==> src/common/hsd_defines.vh <==
// Register map, reset values and encodings of the host stream splitter
`ifndef HSD_DEFINES_VH
`define HSD_DEFINES_VH

// ----------------------------------------------------------------
// Register byte offsets
// ----------------------------------------------------------------
`define HSD_OFS_ESC_SOP 8'h00
`define HSD_OFS_ESC_CHAR 8'h04
`define HSD_OFS_POLICY 8'h08
`define HSD_OFS_CNT_SOP 8'h0C
`define HSD_OFS_CNT_DIGITS 8'h10
`define HSD_OFS_CNT_BASE 8'h14
`define HSD_OFS_CNT_RADIX 8'h18
`define HSD_OFS_STATUS 8'h1C
`define HSD_OFS_PKT_COUNT 8'h20
`define HSD_OFS_TERM_COUNT 8'h24

// ----------------------------------------------------------------
// Reset values
// ----------------------------------------------------------------
`define HSD_RST_ESC_SOP 8'h1C
`define HSD_RST_ESC_CHAR 8'h10
`define HSD_RST_POLICY 1'b0
`define HSD_RST_CNT_SOP 8'h06
`define HSD_RST_CNT_DIGITS 4'h4
`define HSD_RST_CNT_BASE 8'h30
`define HSD_RST_CNT_RADIX 8'h0A

// ----------------------------------------------------------------
// Status bit positions
// ----------------------------------------------------------------
`define HSD_ST_ESC_OPEN 0
`define HSD_ST_CNT_BUSY 1
`define HSD_ST_DIGIT_ERR 2

// ----------------------------------------------------------------
// Count stage states
// ----------------------------------------------------------------
`define HSD_CS_IDLE 2'h0
`define HSD_CS_LEN 2'h1
`define HSD_CS_PAY 2'h2

`endif

==> src/verilog/hsd_count_stage.v <==
// Count-mode stage: start byte, length field, counted payload
`timescale 1ns/1ps
`include "hsd_defines.vh"
module hsd_count_stage #(
	parameter LEN_W = 16
) (
	// Clock and reset
	input wire mclk,
	input wire arst_n,
	input wire ce,
	// Incoming byte
	input wire [7:0] inByte,
	input wire inValid,
	// Settings
	input wire [7:0] sopChar,
	input wire [3:0] nDigits,
	input wire [7:0] baseChar,
	input wire [7:0] radix,
	// Packet output
	output reg [7:0] pktByte_r,
	output reg pktValid_r,
	output reg pktNew_r,
	// Pass-through output
	output reg [7:0] passByte_r,
	output reg passValid_r,
	// State
	output wire busy,
	output reg digitErr_r
);

reg [1:0] state_r;
reg [3:0] digitCnt_r;
reg [LEN_W-1:0] len_r;
reg first_r;
wire [7:0] digit = inByte - baseChar;
wire [LEN_W+7:0] lenMul = len_r * radix;
wire [LEN_W-1:0] lenNxt = lenMul[LEN_W-1:0] + {{(LEN_W-8){1'b0}}, digit};

assign busy = (state_r != `HSD_CS_IDLE);

always @(posedge mclk or negedge arst_n) begin
	if (!arst_n) begin
		state_r <= `HSD_CS_IDLE;
		digitCnt_r <= 4'h0;
		len_r <= {LEN_W{1'b0}};
		first_r <= 1'b0;
		pktByte_r <= 8'h00;
		pktValid_r <= 1'b0;
		pktNew_r <= 1'b0;
		passByte_r <= 8'h00;
		passValid_r <= 1'b0;
		digitErr_r <= 1'b0;
	end else if (ce) begin
		pktValid_r <= 1'b0;
		passValid_r <= 1'b0;
		digitErr_r <= 1'b0;
		if (inValid) begin
			case (state_r)
			`HSD_CS_IDLE: begin
				if (inByte == sopChar) begin
					len_r <= {LEN_W{1'b0}};
					digitCnt_r <= 4'h0;
					if (nDigits != 4'h0)
						state_r <= `HSD_CS_LEN;
				end else begin
					passByte_r <= inByte;
					passValid_r <= 1'b1;
				end
			end
			`HSD_CS_LEN: begin
				// Most significant digit first; byte is stripped
				len_r <= lenNxt;
				digitCnt_r <= digitCnt_r + 4'h1;
				if (digit >= radix)
					digitErr_r <= 1'b1;
				if (digitCnt_r + 4'h1 == nDigits) begin
					first_r <= 1'b1;
					state_r <= (lenNxt == {LEN_W{1'b0}}) ?
						`HSD_CS_IDLE : `HSD_CS_PAY;
				end
			end
			`HSD_CS_PAY: begin
				// Payload passes undecoded
				pktByte_r <= inByte;
				pktValid_r <= 1'b1;
				pktNew_r <= first_r;
				first_r <= 1'b0;
				len_r <= len_r - {{(LEN_W-1){1'b0}}, 1'b1};
				if (len_r == {{(LEN_W-1){1'b0}}, 1'b1})
					state_r <= `HSD_CS_IDLE;
			end
			default: begin
				state_r <= `HSD_CS_IDLE;
			end
			endcase
		end
	end
end

endmodule // hsd_count_stage

==> src/verilog/hsd_escape_stage.v <==
// Escape-mode stage: start byte delimits, escape byte protects data
`timescale 1ns/1ps
`include "hsd_defines.vh"
module hsd_escape_stage (
	// Clock and reset
	input wire mclk,
	input wire arst_n,
	input wire ce,
	// Incoming byte
	input wire [7:0] inByte,
	input wire inValid,
	// Settings
	input wire [7:0] sopChar,
	input wire [7:0] escChar,
	input wire policy,
	// Packet output
	output reg [7:0] pktByte_r,
	output reg pktValid_r,
	output reg pktNew_r,
	// Terminal output
	output reg [7:0] termByte_r,
	output reg termValid_r,
	// State
	output reg opened_r
);

reg escPend_r;
reg newPend_r;
wire isSop = (inByte == sopChar);
wire isEsc = (inByte == escChar);
// With policy set only an escaped start byte is not literal; it opens a packet
wire escLit = !policy || isEsc || !isSop;

always @(posedge mclk or negedge arst_n) begin
	if (!arst_n) begin
		escPend_r <= 1'b0;
		newPend_r <= 1'b0;
		opened_r <= 1'b0;
		pktByte_r <= 8'h00;
		pktValid_r <= 1'b0;
		pktNew_r <= 1'b0;
		termByte_r <= 8'h00;
		termValid_r <= 1'b0;
	end else if (ce) begin
		pktValid_r <= 1'b0;
		termValid_r <= 1'b0;
		if (inValid) begin
			if (escPend_r && escLit) begin
				escPend_r <= 1'b0;
				pktByte_r <= inByte;
				pktValid_r <= 1'b1;
				pktNew_r <= newPend_r;
				newPend_r <= 1'b0;
			end else if (isSop) begin
				escPend_r <= 1'b0;
				opened_r <= 1'b1;
				newPend_r <= 1'b1;
			end else if (!opened_r) begin
				termByte_r <= inByte;
				termValid_r <= 1'b1;
			end else if (isEsc) begin
				escPend_r <= 1'b1;
			end else begin
				pktByte_r <= inByte;
				pktValid_r <= 1'b1;
				pktNew_r <= newPend_r;
				newPend_r <= 1'b0;
			end
		end
	end
end

endmodule // hsd_escape_stage

==> src/verilog/hsd_stream_splitter.v <==
// Host stream splitter top: register slave, two stages, merged outputs
`timescale 1ns/1ps
`include "hsd_defines.vh"
module hsd_stream_splitter #(
	parameter LEN_W = 16,
	parameter CNT_W = 16
) (
	// Clock and reset
	input wire mclk,
	input wire arst_n,
	input wire ce,
	// Host byte stream
	input wire [7:0] hostByte,
	input wire hostValid,
	// Packet output to the router
	output reg [7:0] pktByte_r,
	output reg pktValid_r,
	output reg pktNew_r,
	// Terminal output
	output reg [7:0] termByte_r,
	output reg termValid_r,
	// Wishbone slave
	input wire wb_cyc_i,
	input wire wb_stb_i,
	input wire wb_we_i,
	input wire [7:0] wb_adr_i,
	input wire [3:0] wb_sel_i,
	input wire [31:0] wb_dat_i,
	output reg [31:0] wb_dat_o,
	output reg wb_ack_o
);

// ----------------------------------------------------------------
// Setting registers
// ----------------------------------------------------------------
reg [7:0] escSop_r;
reg [7:0] escChar_r;
reg policy_r;
reg [7:0] cntSop_r;
reg [3:0] cntDigits_r;
reg [7:0] cntBase_r;
reg [7:0] cntRadix_r;
reg digitErrSticky_r;
reg [CNT_W-1:0] pktCount_r;
reg [CNT_W-1:0] termCount_r;

// ----------------------------------------------------------------
// Stage wiring
// ----------------------------------------------------------------
wire [7:0] cPktByte;
wire cPktValid;
wire cPktNew;
wire [7:0] cPassByte;
wire cPassValid;
wire cBusy;
wire cDigitErr;
wire [7:0] ePktByte;
wire ePktValid;
wire ePktNew;
wire [7:0] eTermByte;
wire eTermValid;
wire eOpened;
reg [7:0] cPktByteD_r;
reg cPktValidD_r;
reg cPktNewD_r;
reg [7:0] pktByte_nxt;
reg pktValid_nxt;
reg pktNew_nxt;
reg digitErrSticky_nxt;
wire [CNT_W-1:0] pktCount_nxt;
wire [CNT_W-1:0] termCount_nxt;

// ----------------------------------------------------------------
// Bus decode
// ----------------------------------------------------------------
wire busReq = wb_cyc_i && wb_stb_i && !wb_ack_o;
wire busWr = busReq && wb_we_i && wb_sel_i[0];
wire clrErr = busWr && (wb_adr_i == `HSD_OFS_STATUS) &&
	wb_dat_i[`HSD_ST_DIGIT_ERR];

// ----------------------------------------------------------------
// Write strobes
// ----------------------------------------------------------------
wire wrEscSop = busWr && (wb_adr_i == `HSD_OFS_ESC_SOP);
wire wrEscChar = busWr && (wb_adr_i == `HSD_OFS_ESC_CHAR);
wire wrPolicy = busWr && (wb_adr_i == `HSD_OFS_POLICY);
wire wrCntSop = busWr && (wb_adr_i == `HSD_OFS_CNT_SOP);
wire wrCntDigits = busWr && (wb_adr_i == `HSD_OFS_CNT_DIGITS);
wire wrCntBase = busWr && (wb_adr_i == `HSD_OFS_CNT_BASE);
wire wrCntRadix = busWr && (wb_adr_i == `HSD_OFS_CNT_RADIX);
reg [31:0] rdData;

always @* begin
	rdData = 32'h0000_0000;
	case (wb_adr_i)
	`HSD_OFS_ESC_SOP: rdData[7:0] = escSop_r;
	`HSD_OFS_ESC_CHAR: rdData[7:0] = escChar_r;
	`HSD_OFS_POLICY: rdData[0] = policy_r;
	`HSD_OFS_CNT_SOP: rdData[7:0] = cntSop_r;
	`HSD_OFS_CNT_DIGITS: rdData[3:0] = cntDigits_r;
	`HSD_OFS_CNT_BASE: rdData[7:0] = cntBase_r;
	`HSD_OFS_CNT_RADIX: rdData[7:0] = cntRadix_r;
	`HSD_OFS_STATUS: begin
		rdData[`HSD_ST_ESC_OPEN] = eOpened;
		rdData[`HSD_ST_CNT_BUSY] = cBusy;
		rdData[`HSD_ST_DIGIT_ERR] = digitErrSticky_r;
	end
	`HSD_OFS_PKT_COUNT: rdData[CNT_W-1:0] = pktCount_r;
	`HSD_OFS_TERM_COUNT: rdData[CNT_W-1:0] = termCount_r;
	default: rdData = 32'h0000_0000;
	endcase
end

// ----------------------------------------------------------------
// Bus answer
// ----------------------------------------------------------------
// One wait state; unmapped addresses answer with zero data
// Read data is caught as the request is taken and stands with ack
wire rdTake = busReq && !wb_we_i;
reg [31:0] datO_nxt;

always @* begin
	datO_nxt = wb_dat_o;
	if (rdTake)
		datO_nxt = rdData;
end

always @(posedge mclk or negedge arst_n) begin
	if (!arst_n) begin
		wb_ack_o <= 1'b0;
		wb_dat_o <= 32'h0000_0000;
	end else if (ce) begin
		wb_ack_o <= busReq;
		wb_dat_o <= datO_nxt;
	end
end

// ----------------------------------------------------------------
// Setting writes
// ----------------------------------------------------------------
// Changing settings mid-packet takes effect on the next byte
always @(posedge mclk or negedge arst_n) begin
	if (!arst_n) begin
		escSop_r <= `HSD_RST_ESC_SOP;
		escChar_r <= `HSD_RST_ESC_CHAR;
		policy_r <= `HSD_RST_POLICY;
		cntSop_r <= `HSD_RST_CNT_SOP;
		cntDigits_r <= `HSD_RST_CNT_DIGITS;
		cntBase_r <= `HSD_RST_CNT_BASE;
		cntRadix_r <= `HSD_RST_CNT_RADIX;
	end else if (ce) begin
		if (wrEscSop)
			escSop_r <= wb_dat_i[7:0];
		if (wrEscChar)
			escChar_r <= wb_dat_i[7:0];
		if (wrPolicy)
			policy_r <= wb_dat_i[0];
		if (wrCntSop)
			cntSop_r <= wb_dat_i[7:0];
		if (wrCntDigits)
			cntDigits_r <= wb_dat_i[3:0];
		if (wrCntBase)
			cntBase_r <= wb_dat_i[7:0];
		if (wrCntRadix)
			cntRadix_r <= wb_dat_i[7:0];
	end
end

// ----------------------------------------------------------------
// Count stage sees every host byte first
// ----------------------------------------------------------------
hsd_count_stage #(
	.LEN_W(LEN_W)
) uCount (
	.mclk(mclk),
	.arst_n(arst_n),
	.ce(ce),
	.inByte(hostByte),
	.inValid(hostValid),
	.sopChar(cntSop_r),
	.nDigits(cntDigits_r),
	.baseChar(cntBase_r),
	.radix(cntRadix_r),
	.pktByte_r(cPktByte),
	.pktValid_r(cPktValid),
	.pktNew_r(cPktNew),
	.passByte_r(cPassByte),
	.passValid_r(cPassValid),
	.busy(cBusy),
	.digitErr_r(cDigitErr)
);

// ----------------------------------------------------------------
// Escape stage scans the count stage pass-through
// ----------------------------------------------------------------
hsd_escape_stage uEscape (
	.mclk(mclk),
	.arst_n(arst_n),
	.ce(ce),
	.inByte(cPassByte),
	.inValid(cPassValid),
	.sopChar(escSop_r),
	.escChar(escChar_r),
	.policy(policy_r),
	.pktByte_r(ePktByte),
	.pktValid_r(ePktValid),
	.pktNew_r(ePktNew),
	.termByte_r(eTermByte),
	.termValid_r(eTermValid),
	.opened_r(eOpened)
);

// ----------------------------------------------------------------
// Output select
// ----------------------------------------------------------------
// Held values keep the byte lanes quiet between packet bytes
always @* begin
	pktValid_nxt = cPktValidD_r || ePktValid;
	pktByte_nxt = pktByte_r;
	pktNew_nxt = pktNew_r;
	if (cPktValidD_r) begin
		pktByte_nxt = cPktByteD_r;
		pktNew_nxt = cPktNewD_r;
	end else if (ePktValid) begin
		pktByte_nxt = ePktByte;
		pktNew_nxt = ePktNew;
	end
end

// ----------------------------------------------------------------
// Output merge
// ----------------------------------------------------------------
// Count packets are delayed one cycle so both stages share latency;
// each host byte then lands in its own output slot, no collision.
always @(posedge mclk or negedge arst_n) begin
	if (!arst_n) begin
		cPktByteD_r <= 8'h00;
		cPktValidD_r <= 1'b0;
		cPktNewD_r <= 1'b0;
		pktByte_r <= 8'h00;
		pktValid_r <= 1'b0;
		pktNew_r <= 1'b0;
		termByte_r <= 8'h00;
		termValid_r <= 1'b0;
	end else if (ce) begin
		cPktByteD_r <= cPktByte;
		cPktValidD_r <= cPktValid;
		cPktNewD_r <= cPktNew;
		pktValid_r <= pktValid_nxt;
		pktByte_r <= pktByte_nxt;
		pktNew_r <= pktNew_nxt;
		termValid_r <= eTermValid;
		termByte_r <= eTermByte;
	end
end

// ----------------------------------------------------------------
// Status counters and flags
// ----------------------------------------------------------------
assign pktCount_nxt = pktCount_r + {{(CNT_W-1){1'b0}}, 1'b1};
assign termCount_nxt = termCount_r + {{(CNT_W-1){1'b0}}, 1'b1};

// A digit error in the same cycle as the clear wins over the clear
always @* begin
	digitErrSticky_nxt = digitErrSticky_r;
	if (clrErr)
		digitErrSticky_nxt = 1'b0;
	if (cDigitErr)
		digitErrSticky_nxt = 1'b1;
end

always @(posedge mclk or negedge arst_n) begin
	if (!arst_n) begin
		digitErrSticky_r <= 1'b0;
		pktCount_r <= {CNT_W{1'b0}};
		termCount_r <= {CNT_W{1'b0}};
	end else if (ce) begin
		digitErrSticky_r <= digitErrSticky_nxt;
		if (pktValid_r && pktNew_r)
			pktCount_r <= pktCount_nxt;
		if (termValid_r)
			termCount_r <= termCount_nxt;
	end
end

endmodule // hsd_stream_splitter

==> config.mk <==
export PLATFORM = sky130hd
export DESIGN_NAME = hsd_stream_splitter
export DESIGN_NICKNAME = d
export VERILOG_FILES = /design/src/verilog/hsd_count_stage.v /design/src/verilog/hsd_escape_stage.v /design/src/verilog/hsd_stream_splitter.v
export VERILOG_INCLUDE_DIRS = /design/src /design/src/common
export SDC_FILE = /design/constraint.sdc
export NUM_CORES = 1
export LEC_CHECK = 0
export BUFFER_PORTS_ARGS = -buffer_cell sky130_fd_sc_hd__buf_4
export CAP_MARGIN = 40
export CORE_MARGIN = 2
export CORE_UTILIZATION = 48
export CTS_CLUSTER_SIZE = 28
export DETAILED_ROUTE_END_ITERATION = 7
export PLACE_DENSITY = 0.71
export SLEW_MARGIN = 20
export SYNTH_ARGS = -nofsm -noshare
export SYNTH_HDL_FRONTEND = slang
export SYNTH_SLANG_ARGS = --single-unit
==> constraint.sdc <==
create_clock -name mclk -period 18 [get_ports mclk]
set_clock_uncertainty 0.1 [all_clocks]
set_input_delay 3.6 -clock mclk [delete_from_list [all_inputs] [get_ports mclk]]
set_output_delay 3.6 -clock mclk [all_outputs]
set_load 0.02 [all_outputs]
==> metrics.txt, run 1 <==
# TYPE chip_impl_metric gauge
chip_impl_metric{name="synth.lib_cells_used.distinct",unit=""} 63
chip_impl_metric{name="average_instance_area_after_synthesis",unit="um^2"} 10.21
chip_impl_metric{name="drt-initial-drc-count",unit=""} 800
chip_impl_metric{name="proportion_of_power_drawn_by_combinational_gates",unit="%"} 29.2
chip_impl_metric{name="via_count_of_the_first_global_routing_pass",unit=""} 8859
chip_impl_metric{name="timing.setup.tns",unit="ps"} 0
chip_impl_metric{name="ctsHtreeMaxLevel",unit=""} 4
chip_impl_metric{name="grt_antenna_before_repair",unit=""} 0
chip_impl_metric{name="finalNetCount",unit=""} 1458
chip_impl_metric{name="timing.critical_path.arrival",unit="ps"} 9780
chip_impl_info{name="worstHoldPathType",value="reg -> reg"} 1
chip_impl_metric{name="drt-pass1-iter-count",unit=""} 5
chip_impl_metric{name="clk_path_buf_depth",unit=""} 2
chip_impl_metric{name="postSynthCellCount",unit=""} 1227
chip_impl_metric{name="portBuffers",unit=""} 67
chip_impl_metric{name="grt_start_max_net_pins",unit=""} 68
chip_impl_metric{name="synthesis.area",unit="um^2"} 12530
chip_impl_metric{name="power-per-cell-area",unit="nW/um^2"} 103.8
chip_impl_metric{name="final_critical_path_required_period",unit="ps"} 9519
chip_impl_metric{name="clk_pin_slew_worst_setup_hold_paths",unit="ps"} 70
chip_impl_metric{name="cts_made_buffers",unit=""} 17
chip_impl_metric{name="fp.dieW",unit="um"} 165.6
chip_impl_metric{name="row_count",unit=""} 59
chip_impl_metric{name="clock_latency",unit="ps"} 440
chip_impl_metric{name="routedWlPerCell",unit="um"} 19.17
chip_impl_metric{name="leakage_power",unit="nW"} 6.392
chip_impl_metric{name="post_dp_cell_area",unit="um^2"} 13290
chip_impl_metric{name="layout_stage_area_growth_over_the_synthesis_result",unit="%"} 11.10
chip_impl_metric{name="finalHoldViolations",unit=""} 0
chip_impl_info{name="grt_setup_unrepaired",value="false"} 1
chip_impl_info{name="timing.critical_path.from",value="hostByte[0]"} 1
chip_impl_info{name="crit-reg2reg-capture",value="uCount.len_r[15]"} 1
chip_impl_metric{name="drt-vias-per-instance",unit=""} 5.680
chip_impl_info{name="critical_path.reg2reg.startpoint",value="cntBase_r[0]"} 1
chip_impl_metric{name="hold_slack",unit="ps"} 380.2
chip_impl_metric{name="ys_async_sr_fraction",unit="%"} 100.0
chip_impl_metric{name="max-cap-violations",unit=""} 0
chip_impl_metric{name="worstRegToRegCells",unit=""} 23
chip_impl_metric{name="core",unit="um^2"} 25840
chip_impl_metric{name="layout-drive-gt1-share",unit="%"} 18.25
chip_impl_metric{name="cts_resized",unit=""} 0
chip_impl_metric{name="worstMarginPinSlew",unit="ps"} 863.4
chip_impl_metric{name="final_area",unit="um^2"} 13920
chip_impl_metric{name="maxSlewViolCount",unit=""} 0
chip_impl_metric{name="pin_count",unit=""} 111
chip_impl_metric{name="grt.overflow.total",unit=""} 0
chip_impl_metric{name="ys_seq_elements",unit=""} 189
chip_impl_metric{name="layout.core_utilization",unit="%"} 53.87
chip_impl_metric{name="power_report.internal_total",unit="mW"} 0.9287
chip_impl_metric{name="synth_warnings",unit=""} 0
chip_impl_metric{name="post-route-period-util",unit="%"} 52.88
chip_impl_metric{name="finish.cell_count_without_fillers",unit=""} 1623
chip_impl_metric{name="power_frac_seq",unit="%"} 44.0
chip_impl_metric{name="number_of_enable_flip_flop_cells_after_synthesis",unit=""} 0
chip_impl_info{name="crit_path_end_kind",value="register"} 1
chip_impl_metric{name="r2r_slack",unit="ps"} 11410
chip_impl_metric{name="detailed_place_hpwl",unit="um"} 23230
chip_impl_metric{name="net_switching_fraction_of_the_power",unit="%"} 35.69
chip_impl_metric{name="route.detailed.drc",unit=""} 0
chip_impl_metric{name="highest_fanout_seen_on_the_critical_path",unit=""} 5
chip_impl_metric{name="achievable-frequency",unit="MHz"} 105.1
chip_impl_info{name="critical_path.startpoint_type",value="input pin"} 1
chip_impl_metric{name="wirelength",unit="um"} 31110
chip_impl_metric{name="seq_area_frac_synth",unit="%"} 37.86
chip_impl_info{name="ys_dominant_reg_cell",value="dfrtp_1"} 1
chip_impl_metric{name="initial_core_util",unit="%"} 48.49
chip_impl_metric{name="pwr-share-clk",unit="%"} 26.7
chip_impl_metric{name="switchingPower",unit="mW"} 0.5154
chip_impl_info{name="cts_tree",value="built"} 1
chip_impl_metric{name="via_count",unit=""} 9218
chip_impl_metric{name="globalplace.congestion",unit=""} 0.9396
chip_impl_metric{name="die-area",unit="um^2"} 27410
chip_impl_metric{name="min_delay_path_depth",unit=""} 1
chip_impl_metric{name="critical_path_required",unit="ps"} 18260
chip_impl_metric{name="postCtsHoldBufs",unit=""} 0
chip_impl_metric{name="die_height",unit="um"} 165.6
chip_impl_metric{name="clock-sinks",unit=""} 189
chip_impl_metric{name="dp_cells",unit=""} 1588
chip_impl_info{name="result_of_the_run",value="complete, no violations"} 1
chip_impl_metric{name="wire_length_of_the_first_global_routing_pass",unit="um"} 48620
chip_impl_info{name="critical_path_class",value="in -> reg"} 1
chip_impl_metric{name="postCtsSetupRepairBufs",unit=""} 0
chip_impl_metric{name="antenna-diode-count",unit=""} 0
chip_impl_metric{name="antenna_violating_nets_post_route",unit=""} 0
chip_impl_metric{name="total_global_routing_track_utilization",unit="%"} 23.19
chip_impl_metric{name="worst_slew_margin",unit="%"} 42.44
chip_impl_metric{name="fillCellCount",unit=""} 2274
chip_impl_info{name="cts_root_buf",value="clkbuf_16"} 1
chip_impl_metric{name="ir_drop",unit="mV"} 0.07906
chip_impl_info{name="critical_path.endpoint",value="uCount.len_r[15]"} 1
chip_impl_metric{name="finalSetupViolCount",unit=""} 0
## power groups by stage
stage               clock network [mW]  registers, mW  logic (mW)
finish                           0.386          0.636       0.422
global route                     0.407          0.650       0.463
CTS                              0.390          0.634       0.415
detailed placement                   0          0.641       0.411
global placement                     0          0.636       0.396
floorplan                            0          0.625       0.272
## synthesized netlist by cell type (all sizes together), types with 18 or more instances
cell type / n / share of area [%]
nand3: 22 / 0.88
buf: 25 / 1.3
nor3: 18 / 0.88
clkbuf: 36 / 1.1
dfrtp: 178 / 36
mux2: 100 / 9.0
xor2: 41 / 2.9
nor2: 76 / 2.3
inv: 130 / 3.9
fa: 68 / 11
a21oi: 37 / 1.5
ha: 56 / 5.6
o21ai: 60 / 2.4
nand2: 109 / 3.3
and2: 42 / 2.1
xnor2: 54 / 3.9
a22oi: 21 / 1.3
## layout make-up
type                    instances  area, um^2  share of cell area (%)
clock inverters                12       151.4                   1.088
well taps                     335       419.2                   3.012
clock buffers                  20       446.7                   3.209
inverters                     131       491.7                   3.533
repair buffers                 75       613.1                   4.405
flip-flops and latches        189        4743                   34.08
multi-input cells             861        7053                   50.67
## cells in the final DEF, fill, tap and decap left out, types with 4 or more instances in the layout
cell,count
a21o_1,14
a21oi_1,36
a22o_1,5
a22oi_1,21
a31oi_1,7
a32oi_1,6
and2_1,37
and2_2,5
and3_1,8
and4_1,5
buf_4,68
clkbuf_16,17
conb_1,16
dfrtp_1,178
dfstp_2,11
fa_1,68
ha_1,56
inv_1,130
mux2_2,100
mux2i_1,16
nand2_1,107
nand3_1,22
nand4_1,12
nor2_1,75
nor3_1,14
nor3_2,4
nor4_1,12
o21ai_0,59
o21bai_1,4
or3_1,5
xnor2_1,52
xor2_1,41
## critical path: stages
cell      delay (ps)
buf_4            130
inv_1            100
ha_1             160
inv_1             60
fa_1             400
a21o_1           170
a21oi_1          220
o21bai_1          90
a21oi_1          190
xor2_1           300
fa_1             470
inv_1             90
fa_1             420
inv_1             80
fa_1             430
fa_1             550
inv_1             40
ha_1             230
a211oi_1         330
o21ai_0          240
a41oi_1          460
o21ai_0          230
xnor2_1          210
or4b_1           490
nand3_1           80
## sequential cells by signal, indices dropped and copies added, names as in the netlist, 8 cells and up
signal              flops
escSop_r                8
termByte_r              8
uEscape.termByte_r      8
cPktByteD_r             8
uCount.passByte_r       8
cntBase_r               8
uCount.len_r           16
pktByte_r               8
cntSop_r                8
escChar_r               8
uCount.pktByte_r        8
wb_dat_o               16
termCount_r            16
uEscape.pktByte_r       8
pktCount_r             16
cntRadix_r              8
## cell families after synthesis
group	synth area share, %
mux	10.45
simple gates	12.52
flops	37.86
xor+xnor	6.951
fa+ha+maj	16.46
other cells	0.02993
compound gates	9.418
buf+inv	6.312
## stage by stage
step                total power [mW]  setup WS (ps)
global route                   1.520           8182
floorplan                     0.8968           9090
detailed placement             1.052           8153
finish                         1.444           8481
global placement               1.032           8226
CTS                            1.440           8582
## per-layer routing
layer	global-route usage [%]	part of all wire [%]
met4	7.014	2.5
met2	35.65	46
met1	33.01	44
met3	5.045	7.2
met5	0	0
## how the worst min path moves through the flow
stage,startpoint,end
finish,termCount_r[15],termCount_r[15]
global route,uEscape.pktValid_r,uEscape.pktValid_r
CTS,uEscape.pktValid_r,uEscape.pktValid_r
detailed placement,pktCount_r[15],pktCount_r[15]
global placement,uEscape.termValid_r,uEscape.termValid_r
floorplan,uCount.pktByte_r[0],uCount.pktByte_r[0]
No activity file was read; power rests on OpenSTA's default activity.
==> run 2, diff against run 1 <==
Settings changed: ABC_AREA from default to 1, PLACE_DENSITY 0.71 to 0.7.
Clock period 18 ns to 9.6 ns, I/O delays scaled along.
==> metrics.txt, run 2 <==
# TYPE chip_impl_metric gauge
chip_impl_info{name="result_of_the_run",value="complete, no violations"} 1
chip_impl_info{name="crit_path_end_kind",value="register"} 1
chip_impl_metric{name="ys_seq_elements",unit=""} 189
chip_impl_info{name="path_delay_family",value="adder cells"} 1
chip_impl_metric{name="maxSlewViolCount",unit=""} 0
chip_impl_metric{name="drt-vias-per-instance",unit=""} 5.130
chip_impl_metric{name="total_global_routing_track_utilization",unit="%"} 23.18
chip_impl_metric{name="worst_slew_margin",unit="%"} 49.23
chip_impl_metric{name="wirelength",unit="um"} 31910
chip_impl_metric{name="ir_drop",unit="mV"} 0.1524
chip_impl_metric{name="critical_path_required",unit="ps"} 9830
chip_impl_metric{name="drt-pass1-iter-count",unit=""} 5
chip_impl_metric{name="route.detailed.drc",unit=""} 0
chip_impl_metric{name="worstRegToRegCells",unit=""} 30
chip_impl_metric{name="finalSetupViolCount",unit=""} 0
chip_impl_metric{name="die_height",unit="um"} 170.4
chip_impl_info{name="crit-reg2reg-capture",value="uCount.state_r[1]"} 1
chip_impl_metric{name="achievable-frequency",unit="MHz"} 140.7
chip_impl_info{name="critical_path_class",value="in -> reg"} 1
chip_impl_info{name="critical_path.endpoint",value="uCount.state_r[1]"} 1
chip_impl_metric{name="antenna-diode-count",unit=""} 0
chip_impl_metric{name="clock-sinks",unit=""} 189
chip_impl_metric{name="worstMarginPinSlew",unit="ps"} 761.6
chip_impl_metric{name="layout_stage_area_growth_over_the_synthesis_result",unit="%"} 10.24
chip_impl_metric{name="seq_area_frac_synth",unit="%"} 35.70
chip_impl_metric{name="clock_latency",unit="ps"} 450
chip_impl_metric{name="finalHoldViolations",unit=""} 0
chip_impl_metric{name="pin_count",unit=""} 111
chip_impl_metric{name="ctsHtreeMaxLevel",unit=""} 4
chip_impl_metric{name="ys_async_sr_fraction",unit="%"} 100.0
chip_impl_metric{name="pre_cts_ws",unit="ps"} 2077
chip_impl_info{name="hold_path_startpoint",value="termCount_r[15]"} 1
chip_impl_metric{name="cts_resized",unit=""} 0
chip_impl_metric{name="fp.dieW",unit="um"} 170.4
chip_impl_metric{name="grt_start_max_net_pins",unit=""} 73
chip_impl_metric{name="wire_length_of_the_first_global_routing_pass",unit="um"} 52740
chip_impl_metric{name="initial_core_util",unit="%"} 49.03
chip_impl_metric{name="final_critical_path_required_period",unit="ps"} 7105
chip_impl_metric{name="clk_pin_slew_worst_setup_hold_paths",unit="ps"} 80
chip_impl_metric{name="multi_input_comb_area",unit="um^2"} 7025
chip_impl_metric{name="synth_warnings",unit=""} 0
chip_impl_info{name="synth_most_common_cell",value="nand2_1"} 1
chip_impl_info{name="critical-path-top-cell-by-count",value="nand2_1"} 1
chip_impl_metric{name="core",unit="um^2"} 27100
chip_impl_info{name="ys_dominant_reg_cell",value="dfrtp_1"} 1
chip_impl_metric{name="layout.area.seq",unit="um^2"} 4743
chip_impl_metric{name="average_instance_area_after_synthesis",unit="um^2"} 8.000
chip_impl_metric{name="post-route-period-util",unit="%"} 74.01
chip_impl_info{name="final_common_cell",value="nand2_1"} 1
chip_impl_info{name="cts_root_buf",value="clkbuf_16"} 1
chip_impl_metric{name="grt_antenna_before_repair",unit=""} 0
chip_impl_info{name="synth_commonest_cells",value="nand2_1 (469), inv_1 (318), dfrtp_1 (178)"} 1
chip_impl_metric{name="crit_buf_inv",unit=""} 8
chip_impl_metric{name="routedWlPerCell",unit="um"} 15.27
chip_impl_metric{name="max-cap-violations",unit=""} 0
chip_impl_info{name="cts_tree",value="built"} 1
chip_impl_metric{name="postCtsSetupRepairBufs",unit=""} 0
chip_impl_metric{name="power-per-cell-area",unit="nW/um^2"} 127.5
chip_impl_metric{name="synth.lib_cells_used.distinct",unit=""} 56
chip_impl_info{name="critical_path.startpoint_type",value="input pin"} 1
chip_impl_metric{name="number_of_enable_flip_flop_cells_after_synthesis",unit=""} 0
chip_impl_info{name="timing.critical_path.from",value="hostByte[0]"} 1
chip_impl_metric{name="globalplace.congestion",unit=""} 0.9169
chip_impl_metric{name="antenna_violating_nets_post_route",unit=""} 0
chip_impl_metric{name="r2r_slack",unit="ps"} 3780
chip_impl_metric{name="fillCellCount",unit=""} 2515
chip_impl_metric{name="highest_fanout_seen_on_the_critical_path",unit=""} 6
chip_impl_metric{name="row_count",unit=""} 60
chip_impl_metric{name="synth_top_area_share",unit="%"} 33.52
chip_impl_metric{name="finalNetCount",unit=""} 1888
chip_impl_metric{name="die-area",unit="um^2"} 29030
chip_impl_metric{name="finalWorstSetupSlack",unit="ps"} 2495
chip_impl_metric{name="via_count",unit=""} 10720
chip_impl_metric{name="drt-initial-drc-count",unit=""} 945
chip_impl_metric{name="cts_made_buffers",unit=""} 17
chip_impl_metric{name="portBuffers",unit=""} 67
chip_impl_metric{name="via_count_of_the_first_global_routing_pass",unit=""} 10320
chip_impl_metric{name="timing.critical_path.arrival",unit="ps"} 7340
chip_impl_info{name="critical_path.reg2reg.startpoint",value="cntBase_r[0]"} 1
chip_impl_info{name="commonest_cells_after_routing_fill_and_taps_aside",value="nand2_1 (469), inv_1 (318), dfrtp_1 (178), o21ai_0 (97)"} 1
chip_impl_metric{name="detailed_place_hpwl",unit="um"} 24470
chip_impl_metric{name="grt.overflow.total",unit=""} 0
chip_impl_metric{name="postCtsHoldBufs",unit=""} 0
chip_impl_info{name="grt_setup_unrepaired",value="false"} 1
chip_impl_metric{name="postSynthCellCount",unit=""} 1661
chip_impl_metric{name="synthesis.area",unit="um^2"} 13290
chip_impl_metric{name="max_incr_delay_on_cp",unit="ps"} 540
chip_impl_metric{name="clk_path_buf_depth",unit=""} 2
chip_impl_metric{name="leakage_power",unit="nW"} 7.700
chip_impl_info{name="worstHoldPathType",value="reg -> reg"} 1
chip_impl_info{name="synth_top_cells_by_area",value="dfrtp_1 (34%), nand2_1 (13%), fa_1 (10%), inv_1 (9.0%), ha_1 (5.3%)"} 1
chip_impl_metric{name="timing.critical_path.depth",unit=""} 32
chip_impl_metric{name="timing.setup.tns",unit="ps"} 0
chip_impl_metric{name="layout-drive-gt1-share",unit="%"} 10.83
chip_impl_info{name="synthDominantAreaCellType",value="dfrtp_1"} 1
chip_impl_info{name="critical_path.slowest_cell",value="fa_1"} 1
[run 2: layout make-up]
type / count / share of cell area, %
Clock buffer: 18 / 2.930
Multi-Input combinational cell: 1095 / 47.96
Tap cell: 372 / 3.178
Inverter: 329 / 8.431
Sequential cell: 189 / 32.38
Clock inverter: 13 / 1.034
Timing Repair Buffer: 73 / 4.083
[run 2: metal layers]
layer / track usage [%] / routed length [um] / vias up
li1: - / - / 5203
met1: 30.63 / 13670 / 5143
met2: 39.57 / 15580 / 309
met3: 2.535 / 1714 / 61
met4: 8.287 / 941 / 0
met5: 0 / 0 / -
[run 2: worst min-delay path by stage]
| stage | end | slack, ps | depth (start not counted) |
|---|---|---|---|
| 6_report | termCount_r[15] | 370 | 1 |
| 2_1_floorplan | pktCount_r[15] | 340 | 1 |
| 3_5_place_dp | pktCount_r[15] | 360 | 1 |
| 3_3_place_gp | uCount.pktNew_r | 350 | 2 |
| 4_1_cts | termCount_r[15] | 370 | 1 |
| 5_1_grt | pktCount_r[12] | 400 | 1 |
[run 2: cell families (layout without fill, tap and decap cells)]
group / Yosys count / in the layout / share of synthesized area [%]
mux: 15 / 15 / 1.224
compound gates: 213 / 213 / 9.520
xor+xnor: 63 / 63 / 4.153
flops: 189 / 189 / 35.70
other cells: 1 / 16 / 0.02822
buf+inv: 392 / 433 / 11.85
fa+ha+maj: 124 / 124 / 15.52
simple gates: 664 / 664 / 22.01
[run 2: report_power, final]
group / switching [mW] / total [mW] / internal [mW]
Sequential: 0.0531 / 0.899 / 0.846
Clock: 0.341 / 0.710 / 0.369
Combinational: 0.163 / 0.258 / 0.0950
Total: 0.557 / 1.87 / 1.31
[run 2: per-stage QoR]
| step | hold slack [ps] | total power [mW] | cells | util, % | area (um^2) |
|---|---|---|---|---|---|
| floorplan | 340.0 | 1.070 | 1676 | - | 13340 |
| global placement | 354.7 | 1.159 | 2054 | 51.63 | 13990 |
| detailed placement | 357.1 | 1.171 | 2055 | 51.74 | 14020 |
| CTS | 370.7 | 1.873 | 2086 | 53.88 | 14600 |
| global route | 399.3 | 1.944 | 2089 | 54.05 | 14650 |
| finish | 368.0 | 1.867 | 2089 | 54.05 | 14650 |
